`config.mk`:
```
export PLATFORM = sky130hd
export DESIGN_NAME = hrs_top
export DESIGN_NICKNAME = d
export VERILOG_FILES = /design/src/hw/hrs_pkg.sv /design/src/hw/hrs_top.sv
export SDC_FILE = /design/constraint.sdc
export NUM_CORES = 1
export LEC_CHECK = 0
export BUFFER_PORTS_ARGS = -buffer_cell sky130_fd_sc_hd__buf_2
export CORE_MARGIN = 2
export CORE_UTILIZATION = 35
export DETAILED_ROUTE_END_ITERATION = 10
export GPL_TIMING_DRIVEN = 1
export HOLD_SLACK_MARGIN = 0.1
export PLACE_DENSITY = 0.6
export SYNTH_ARGS = -nofsm -noshare
export SYNTH_HDL_FRONTEND = slang
export SYNTH_SLANG_ARGS = --single-unit
```
`constraint.sdc`:
```
create_clock -name pclk -period 4.9 [get_ports pclk]
set_clock_uncertainty 0.2 [all_clocks]
set_input_delay 0.49 -clock pclk [delete_from_list [all_inputs] [get_ports pclk]]
set_output_delay 0.49 -clock pclk [all_outputs]
set_load 0.01 [all_outputs]
```
`src/hw/hrs_pkg.sv`:
```
/*
 hrs_pkg: constants, register map and state type for the hardware return stack.
 assumes a 32-bit APB slave port and a core sequencer on the same pclk domain.
*/
// Functional notes
// - sixteen-entry return stack that wraps by default
// - option: overflow or underflow forces a reset
// - push increments pointer, then stores next address
// - after reset pointer is 0x1F, stack empty
// - empty with reset option: top reads zero
// - empty without reset option: top shows entry 0x0F
// - return loads top, decrements; last pop gives 0x1F
// - without reset option, push on full stack gives pointer 0x10
// - five-bit pointer; msb after push means overflow
// - overflow reset: pc to zero, set cause flag
// - pointer value 31 means stack empty
// - return on empty underflows; reset jumps to zero
// - without reset option, pointer wraps modulo 32; entries indexed modulo sixteen
// - separate overflow and underflow status bits
// - hidden debug stack apart from user entries
// - in debug mode, stack reset becomes breakpoint
// - pointer and top registers give full user access
package hrs_pkg;

	// ----------------------------------------
	// geometry
	// ----------------------------------------
	localparam int HRS_DEPTH = 16;
	localparam int HRS_SP_W = 5;
	localparam int HRS_PC_W = 15;
	localparam int HRS_HI_W = HRS_PC_W - 8;
	localparam logic [HRS_SP_W-1:0] HRS_SP_EMPTY = 5'h1F;
	localparam logic [HRS_SP_W-1:0] HRS_SP_RST = 5'h1F;
	localparam logic [HRS_PC_W-1:0] HRS_PC_RESET_VEC = 15'h0000;

	// ----------------------------------------
	// register byte offsets
	// ----------------------------------------
	localparam logic [7:0] HRS_OFF_SP = 8'h00;
	localparam logic [7:0] HRS_OFF_TOS_HI = 8'h04;
	localparam logic [7:0] HRS_OFF_TOS_LO = 8'h08;
	localparam logic [7:0] HRS_OFF_CTRL = 8'h0C;
	localparam logic [7:0] HRS_OFF_STAT = 8'h10;
	localparam logic [7:0] HRS_OFF_PWR_CTRL = 8'h14;

	// ----------------------------------------
	// field positions and reset values
	// ----------------------------------------
	localparam int HRS_CTRL_RST_EN = 0;
	localparam int HRS_STAT_OVF = 0;
	localparam int HRS_STAT_UNF = 1;
	localparam int HRS_PWR_STK_RST = 0;
	localparam logic HRS_RST_EN_RST = 1'b0;

	typedef logic [HRS_DEPTH-1:0][HRS_PC_W-1:0] hrs_mem_t;

	typedef struct packed {
		logic [HRS_SP_W-1:0] sp;
		logic [HRS_SP_W-1:0] dsp;
		hrs_mem_t mem;
		hrs_mem_t dmem;
		logic rst_en;
		logic ovf;
		logic unf;
		logic rst_flag;
		logic pc_load;
		logic [HRS_PC_W-1:0] pc_addr;
		logic stack_reset;
		logic dbg_break;
		logic pready;
		logic pslverr;
		logic [31:0] prdata;
	} hrs_state_t;

endpackage : hrs_pkg

```
`src/hw/hrs_top.sv`:
```
/*
 hrs_top: hardware return-address stack with APB register access.
 assumes the core raises one push or pop pulse per instruction and
 applies pc_load / stack_reset on the cycle they are seen.
*/
// The address map and register access over APB were chosen for this implementation.
`timescale 1ns/1ns
module hrs_top
(
	// clock and reset
	input wire logic pclk,
	input wire logic presetn,
	// apb slave
	input wire logic psel,
	input wire logic penable,
	input wire logic pwrite,
	input wire logic [7:0] paddr,
	input wire logic [31:0] pwdata,
	output logic [31:0] prdata,
	output logic pready,
	output logic pslverr,
	// core sequencer
	input wire logic push_i,
	input wire logic [hrs_pkg::HRS_PC_W-1:0] push_pc_i,
	input wire logic pop_i,
	input wire logic dbg_exec_i,
	input wire logic debug_mode_i,
	output logic pc_load_o,
	output logic [hrs_pkg::HRS_PC_W-1:0] pc_addr_o,
	output logic stack_reset_o,
	output logic debug_break_o
);
	import hrs_pkg::*;

	hrs_state_t q;
	hrs_state_t d;

	// ----------------------------------------
	// combinational helpers
	// ----------------------------------------
	logic [HRS_SP_W-1:0] cur_sp;
	logic [HRS_SP_W-1:0] nsp_push;
	logic [HRS_SP_W-1:0] nsp_pop;
	logic cur_empty;
	logic user_empty;
	logic [HRS_PC_W-1:0] top_word;
	logic [HRS_PC_W-1:0] cur_top;
	logic setup;
	logic acc_wr;
	logic [HRS_PC_W-1:0] edit_word;

	always_comb
	begin
		cur_sp = dbg_exec_i ? q.dsp : q.sp;
		nsp_push = cur_sp + 5'h01;
		nsp_pop = cur_sp - 5'h01;
		cur_empty = (cur_sp == HRS_SP_EMPTY);
		user_empty = (q.sp == HRS_SP_EMPTY);
		// 0x1F indexes entry 0x0F, so the empty read shows it
		top_word = q.mem[q.sp[3:0]];
		cur_top = dbg_exec_i ? q.dmem[cur_sp[3:0]] : q.mem[cur_sp[3:0]];
		setup = psel && !penable;
		acc_wr = psel && penable && pwrite && q.pready;
		edit_word = top_word;
		if (paddr == HRS_OFF_TOS_HI)
		begin
			edit_word[HRS_PC_W-1:8] = pwdata[HRS_HI_W-1:0];
		end
		else
		begin
			edit_word[7:0] = pwdata[7:0];
		end
	end

	// ----------------------------------------
	// next state
	// ----------------------------------------
	always_comb
	begin
		d = q;
		d.pc_load = 1'b0;
		d.stack_reset = 1'b0;
		d.dbg_break = 1'b0;
		d.pready = 1'b0;
		d.pslverr = 1'b0;

		// register writes first; core traffic below overrides the pointer
		if (acc_wr)
		begin
			unique case (paddr)
				HRS_OFF_SP: d.sp = pwdata[HRS_SP_W-1:0];
				HRS_OFF_TOS_HI, HRS_OFF_TOS_LO:
				begin
					if (!(user_empty && q.rst_en))
					begin
						d.mem[q.sp[3:0]] = edit_word;
					end
				end
				HRS_OFF_CTRL: d.rst_en = pwdata[HRS_CTRL_RST_EN];
				HRS_OFF_STAT:
				begin
					// write one to clear; a new event below still wins
					if (pwdata[HRS_STAT_OVF])
					begin
						d.ovf = 1'b0;
					end
					if (pwdata[HRS_STAT_UNF])
					begin
						d.unf = 1'b0;
					end
				end
				HRS_OFF_PWR_CTRL:
				begin
					if (pwdata[HRS_PWR_STK_RST])
					begin
						d.rst_flag = 1'b0;
					end
				end
				default:
				begin
				end
			endcase
		end

		// core push: call or interrupt; push wins if both arrive
		if (push_i)
		begin
			if (nsp_push[HRS_SP_W-1] && !dbg_exec_i)
			begin
				d.ovf = 1'b1;
			end
			if (nsp_push[HRS_SP_W-1] && q.rst_en && !dbg_exec_i && !debug_mode_i)
			begin
				d.sp = HRS_SP_RST;
				d.pc_load = 1'b1;
				d.pc_addr = HRS_PC_RESET_VEC;
				d.stack_reset = 1'b1;
				d.rst_flag = 1'b1;
			end
			else
			begin
				if (nsp_push[HRS_SP_W-1] && q.rst_en && !dbg_exec_i)
				begin
					d.dbg_break = 1'b1;
				end
				// full stack goes 0x0F -> 0x10, sharing entry 0x00
				if (dbg_exec_i)
				begin
					d.dsp = nsp_push;
					d.dmem[nsp_push[3:0]] = push_pc_i;
				end
				else
				begin
					d.sp = nsp_push;
					d.mem[nsp_push[3:0]] = push_pc_i;
				end
			end
		end
		else if (pop_i)
		begin
			if (cur_empty && !dbg_exec_i)
			begin
				d.unf = 1'b1;
			end
			if (cur_empty && q.rst_en && !dbg_exec_i && !debug_mode_i)
			begin
				d.sp = HRS_SP_RST;
				d.pc_load = 1'b1;
				d.pc_addr = HRS_PC_RESET_VEC;
				d.stack_reset = 1'b1;
				d.rst_flag = 1'b1;
			end
			else
			begin
				if (cur_empty && q.rst_en && !dbg_exec_i)
				begin
					d.dbg_break = 1'b1;
				end
				d.pc_load = 1'b1;
				d.pc_addr = cur_top;
				if (dbg_exec_i)
				begin
					d.dsp = nsp_pop;
				end
				else
				begin
					d.sp = nsp_pop;
				end
			end
		end

		// read data is staged in setup so the access phase has no wait
		if (setup)
		begin
			d.pready = 1'b1;
			d.prdata = 32'h0000_0000;
			unique case (paddr)
				HRS_OFF_SP: d.prdata[HRS_SP_W-1:0] = q.sp;
				HRS_OFF_TOS_HI:
				begin
					if (!(user_empty && q.rst_en))
					begin
						d.prdata[HRS_HI_W-1:0] = top_word[HRS_PC_W-1:8];
					end
				end
				HRS_OFF_TOS_LO:
				begin
					if (!(user_empty && q.rst_en))
					begin
						d.prdata[7:0] = top_word[7:0];
					end
				end
				HRS_OFF_CTRL: d.prdata[HRS_CTRL_RST_EN] = q.rst_en;
				HRS_OFF_STAT:
				begin
					d.prdata[HRS_STAT_OVF] = q.ovf;
					d.prdata[HRS_STAT_UNF] = q.unf;
				end
				HRS_OFF_PWR_CTRL: d.prdata[HRS_PWR_STK_RST] = q.rst_flag;
				default: d.pslverr = 1'b1;
			endcase
		end
		else if (psel && penable)
		begin
			d.pready = 1'b0;
			d.prdata = 32'h0000_0000;
		end
		else
		begin
			d.prdata = 32'h0000_0000;
		end
	end

	// ----------------------------------------
	// state register
	// ----------------------------------------
	always_ff @(posedge pclk or negedge presetn)
	begin
		if (!presetn)
		begin
			q <= '0;
			q.sp <= HRS_SP_RST;
			q.dsp <= HRS_SP_RST;
			q.rst_en <= HRS_RST_EN_RST;
		end
		else
		begin
			q <= d;
		end
	end

	assign prdata = q.prdata;
	assign pready = q.pready;
	assign pslverr = q.pslverr;
	assign pc_load_o = q.pc_load;
	assign pc_addr_o = q.pc_addr;
	assign stack_reset_o = q.stack_reset;
	assign debug_break_o = q.dbg_break;
endmodule : hrs_top

```
==> results of run 1 <==
[metal layers]
metal,global-route usage [%],up-vias,wire [µm]
met5,0,-,86
met1,36.18,13700,50010
met4,11.87,14,6074
met2,36.65,1797,49790
li1,-,11920,-
met3,6.861,341,14300
[logic make-up (layout without fill, tap and decap cells)]
logic type | after synthesis | in the layout | share of synthesized area (%)
compound gates | 1102 | 1102 | 20.97
xor+xnor | 6 | 6 | 0.1916
fa+ha+maj | 6 | 6 | 0.2395
buf+inv | 429 | 364 | 6.330
flops | 522 | 522 | 41.71
mux | 517 | 517 | 20.00
other cells | 1 | 26 | 0.01196
simple gates | 741 | 741 | 10.55
[critical path, cell delays in order (launching register included)]
cell and delay, ps:
dfstp_4 910, buf_4 340, mux4_2 570, a22o_1 250, a221oi_1 660, nand2b_1 270, nand2_1 410, mux2i_1 310
o21ai_0 100
[synth_stat cells, types with 11 or more instances]
| cell | instances | area [µm²] |
|---|---|---|
| mux2_2 | 265 | 2984 |
| buf_1 | 27 | 101.4 |
| a211oi_1 | 76 | 570.6 |
| mux4_2 | 61 | 1374 |
| o211ai_1 | 41 | 307.8 |
| nor3_1 | 16 | 80.08 |
| a32oi_1 | 17 | 148.9 |
| mux2i_1 | 191 | 1912 |
| nand3_1 | 59 | 295.3 |
| and2_1 | 13 | 81.33 |
| o21ai_0 | 351 | 1757 |
| nor2_1 | 83 | 311.6 |
| nand4_1 | 23 | 143.9 |
| a21o_1 | 11 | 82.58 |
| inv_1 | 45 | 168.9 |
| nand2b_1 | 17 | 106.4 |
| clkbuf_1 | 192 | 720.7 |
| a22oi_1 | 57 | 427.9 |
| a21oi_1 | 309 | 1546 |
| buf_4 | 58 | 435.4 |
| o22ai_1 | 66 | 412.9 |
| o221ai_1 | 11 | 96.34 |
| buf_2 | 101 | 505.5 |
| dfrtp_1 | 512 | 12810 |
| nor2b_1 | 33 | 206.5 |
| a31oi_1 | 88 | 550.5 |
| nand2_1 | 438 | 1644 |
| or3_1 | 12 | 75.07 |
[path summary, 6_finish.rpt]
check	end	cells past startpoint
worst max-delay path	q[525]$_DFF_PN0_	8
worst min-delay path	prdata[1]$_DFF_PN0_	4
min in group asynchronous	q[481]$_DFF_PN0_	2
worst min register to register	q[52]$_DFF_PN0_	1
worst max register to register	q[525]$_DFF_PN0_	8
max in group asynchronous	pslverr$_DFF_PN0_	3
[area by class of cell]
| type | count | area [µm²] | share of cell area, % |
|---|---|---|---|
| Multi-Input combinational cell | 2396 | 16490 | 47.63 |
| Sequential cell | 522 | 13090 | 37.82 |
| Clock buffer | 85 | 1620 | 4.681 |
| Timing Repair Buffer | 214 | 1617 | 4.670 |
| Tap cell | 1165 | 1458 | 4.211 |
| Inverter | 47 | 178.9 | 0.5169 |
| Clock inverter | 18 | 157.7 | 0.4555 |
| Antenna cell | 2 | 5.005 | 0.01446 |
[power by group through the flow]
stage	sequential (mW)	clock (mW)	combinational (mW)
floorplan	7.16	0	6.40
global placement	7.73	0	8.89
detailed placement	7.79	0	9.03
CTS	7.73	4.27	9.07
global route	8.03	4.44	9.99
finish	7.82	4.22	9.34
==> flow_summary.yaml, run 1 <==
floorplanning:
  start_util_pct: 35.42
  core_area_um2: 88510
  dieWidth_um: 303.3
  die_h_um: 303.3
  die_area_um2: 91980
  row_count: 109
  ios: 116
detailed_routing:
  routed_wl_mm: 120.3
  wl_per_cell_um: 27.03
  route.antenna.remaining_nets: 0
  drt_iter0_drc: 4020
  firstDrtPassIters: 6
  vias_per_cell: 6.243
  drc: 0
  via_count: 27770
timing:
  worst_slack_ps: 754.6
  fin_crit_ps: 4145
  period_share_pct: 84.60
  rsz0062_at_grt: "no"
  fmax_ghz: 0.2412
  worst-slew-pin-transition_ps: 1215
  setup_viol: 0
  hold_violations: 0
  slew_violations: 0
  hold_slack_ps: 141.5
  relSlewSlack_pct: 18.98
  final.setup.tns_ps: 0
global_routing:
  grt_pass1_wl_mm: 176.9
  antenna_found_initial: 12
  grt_pass1_vias: 25940
  grt-ovfl-total: 0
  grt_max_degree: 135
  track_usage_pct: 25.71
yosys:
  ys_seq_elements: 522
  async_reset_ff_share_pct: 100.0
  yosysSeqAreaShare_pct: 41.71
  synthCells: 3324
  yosys_warnings: 0
  synth.avg_cell_area_um2: 9.431
  synth-edff-count: 0
  synthesis.area_um2: 31350
  ys.flop_type: "dfrtp_1"
  ys_types: 75
setup_path:
  endpoint_kind: "flop"
  required_ps: 5220
  path_max_fanout: 22
  r2r-start: "q[542]$_DFF_PN1_"
  worstSetupPathType: "reg -> reg"
  rrSetupSlack_ps: 750
  critical_path_arrival_ps: 4470
  start_kind: "flop"
  cp-startpoint: "q[542]$_DFF_PN1_"
clock_tree:
  holdBufCountCts: 16
  cts_root_buf: "clkbuf_16"
  post_cts_buffers: 0
  ctsHtreeMaxLevel: 2
  clk_latency_ps: 650
  cts_resized: 0
  cts_made_buffers: 56
  cts_tree: "done"
  cts_buffer_depth: 3
  clk_pin_slew_ps: 70
  numClockSinks: 522
min_path:
  min_from: "paddr[4]"
  min_path_type: "in -> reg"
pwr:
  vdd_drop_max_mv: 0.3764
  p_clk_share_pct: 19.7
  p_seq_share_pct: 36.6
  power.internal_mw: 12.16
  p_comb_share_pct: 43.7
  power.density_nw_per_um2: 617.7
  p_leak_nw: 14.80
  switching_share_pct: 43.11
  power_mw: 21.38
  power_switching_mw: 9.217
place:
  placed_cell_area_um2: 32670
  pre_cts_slack_ps: 533.6
  place_congestion: 0.9270
  placedCellCount: 4328
  port_buffers: 67
  dp_hpwl_mm: 73.80
finish:
  postLayoutCellArea_um2: 34610
  final-instance-count-excl-fill: 4449
  final_nets: 3307
  final_cell_mix: "512 x dfrtp_1, 437 x nand2_1, 350 x o21ai_0"
  fillers: 8640
  finish.utilization_pct: 39.11
  layout_commonest_cell: "dfrtp_1"
  drive_above_1_share_pct: 20.57
  syn2layout_area_growth_pct: 10.41
flow_run:
  drv_cap: 0
run_status:
  status: "finished, final reports clean"
No activity file was read; power rests on OpenSTA's default activity.
==> inputs of run 2 (changes only) <==
==> constraint.sdc (replaced) <==
create_clock -name pclk -period 4.4 [get_ports pclk]
set_clock_uncertainty 0.2 [all_clocks]
set_input_delay 0.44 -clock pclk [delete_from_list [all_inputs] [get_ports pclk]]
set_output_delay 0.44 -clock pclk [all_outputs]
set_load 0.01 [all_outputs]
==> run 2 against run 1 <==
Effect of this change: sequential power increased by 10%; via count decreased by 0.48%; critical path depth increased by 3; utilization increased by 0.36 points; cell area increased by 0.92%; critical path type is now in -> reg; largest power group unchanged.
==> flow_summary.yaml, run 2 (synthesis gave the netlist of run 1 again) <==
finish:
  final_cell_mix: "512 x dfrtp_1, 438 x nand2_1, 350 x o21ai_0"
  final_nets: 3342
  finish.utilization_pct: 39.47
  layout_commonest_cell: "dfrtp_1"
  syn2layout_area_growth_pct: 11.42
  drive_above_1_share_pct: 21.16
setup_path:
  critical-path-max-stage-delay_ps: 950
  endpoint_kind: "flop"
  start_kind: "input port"
  path_cells: "dlygate4sd3_1 -> buf_4 -> mux2i_4 -> inv_4 -> ha_1 -> and2_1 -> ha_1 -> a211oi_2 -> nand2_1 -> nor2_2 -> mux2_2"
  path_max_fanout: 29
  required_ps: 4720
  worstSetupPathType: "in -> reg"
  rrSetupSlack_ps: 380
  critical_path_arrival_ps: 4470
  crit_top_cell: "ha_1"
  cpMaxStageDelayCell: "nor2_2"
clock_tree:
  cts_made_buffers: 55
  cts_root_buf: "clkbuf_16"
  ctsHtreeMaxLevel: 2
  clk_pin_slew_ps: 60
  cts_resized: 0
  cts_tree: "done"
  cts_buffer_depth: 3
  numClockSinks: 522
  clk_latency_ps: 640
floorplanning:
  start_util_pct: 35.42
  ios: 116
  core_area_um2: 88510
  die_area_um2: 91980
  die_h_um: 303.3
  dieWidth_um: 303.3
  row_count: 109
global_routing:
  grt_pass1_vias: 25920
  antenna_found_initial: 9
  grt-ovfl-total: 0
  track_usage_pct: 25.20
  grt_pass1_wl_mm: 174.9
  grt_max_degree: 135
detailed_routing:
  route.antenna.remaining_nets: 0
  via_count: 27640
  wl_per_cell_um: 26.23
  routed_wl_mm: 117.5
  drc: 0
  drt_iter0_drc: 3418
  vias_per_cell: 6.171
  firstDrtPassIters: 6
timing:
  worst-slew-pin-transition_ps: 1181
  slew_violations: 0
  relSlewSlack_pct: 21.16
  setup_viol: 0
  final.setup.tns_ps: 0
  worst_slack_ps: 245.3
  fin_crit_ps: 4155
  period_share_pct: 94.43
  fmax_ghz: 0.2407
  rsz0062_at_grt: "no"
  hold_violations: 0
pwr:
  power.internal_mw: 13.79
  p_leak_nw: 14.98
  vdd_drop_max_mv: 0.4841
  p_comb_share_pct: 44.0
  switching_share_pct: 42.43
  power.density_nw_per_um2: 685.9
  p_seq_share_pct: 36.0
  p_clk_share_pct: 19.9
  power_switching_mw: 10.17
place:
  pre_cts_slack_ps: 209.5
  port_buffers: 67
  place_congestion: 0.9365
  dp_hpwl_mm: 74.96
min_path:
  min_path_type: "in -> reg"
flow_run:
  drv_cap: 0
run_status:
  status: "finished, final reports clean"
-- run 2: cell count changes in the layout (fill, tap and decap cells not counted), sizes merged --
cell         previous run  this run
clkinvlp                2         0
buf                   198       226
clkbuf                 85        81
bufinv                  1         4
clkinv                 16        10
diode                   2         1
inv                    46        50
dlygate4sd3            16        24
-- run 2: metrics by stage --
| stage | hold slack [ps] | power [mW] | instance area [µm²] | cells |
|---|---|---|---|---|
| 6_report | 156.7 | 23.96 | 34930 | 4479 |
| 2_1_floorplan | -55.59 | 15.11 | 31440 | 3347 |
| 5_1_grt | 156.0 | 25.19 | 34930 | 4478 |
| 3_3_place_gp | 258.8 | 18.60 | 32900 | 4356 |
| 3_5_place_dp | 273.8 | 18.83 | 32900 | 4356 |
| 4_1_cts | 103.2 | 23.66 | 34930 | 4478 |
-- run 2: final timing paths --
kind	start	depth (start not counted)	end
min reg2reg	q[52]$_DFF_PN0_	1	q[52]$_DFF_PN0_
max reg2reg	q[537]$_DFFE_PN1P_	9	q[456]$_DFF_PN0_
min in group asynchronous	presetn	2	async pin
max	dbg_exec_i	11	q[456]$_DFF_PN0_
min	pop_i	5	q[542]$_DFF_PN1_
max in group asynchronous	presetn	3	q[464]$_DFF_PN0_
-- run 2: final cells by class --
type	instances	area, µm²
inverter	47	178.9
sequential	522	13090
clock buffer	81	1574
clock inverter	17	219.0
timing repair buffer	250	1919
multi-input combinational	2396	16490
tap	1165	1458
antenna	1	2.502
fill	8657	53580
-- run 2: repair_timing --
action / in CTS / in global routing
hold buffers: 24 / 0
setup buffers: 0 / 0
endpoints found under the hold margin: 137 / 0
-- run 2: critical path: cells and delay by family --
family | cells | cell delay, ps
AO/OA/AOI/OAI | 1 | 510
multiplexers | 2 | 750
buffers and inverters | 3 | 830
adder cells (fa/ha/maj) | 2 | 590
AND/OR/NAND/NOR | 3 | 1330
-- run 2: metal layers --
layer	GRT usage (%)	vias up	part of all wire, %
li1	-	12010	-
met1	36.14	13750	42
met2	37.02	1604	43
met3	5.633	264	11
met4	9.313	14	4.0
met5	0	-	0.063
-- run 2: power by group through the flow --
stage                     Combinational [mW]  Sequential [mW]  Clock, mW
after global placement                  10.1             8.54          0
after detailed placement                10.2             8.60          0
final                                   10.6             8.63       4.78
after global routing                    11.3             8.84       5.03
after floorplan                         7.13             7.98          0
after CTS                               10.3             8.53       4.84
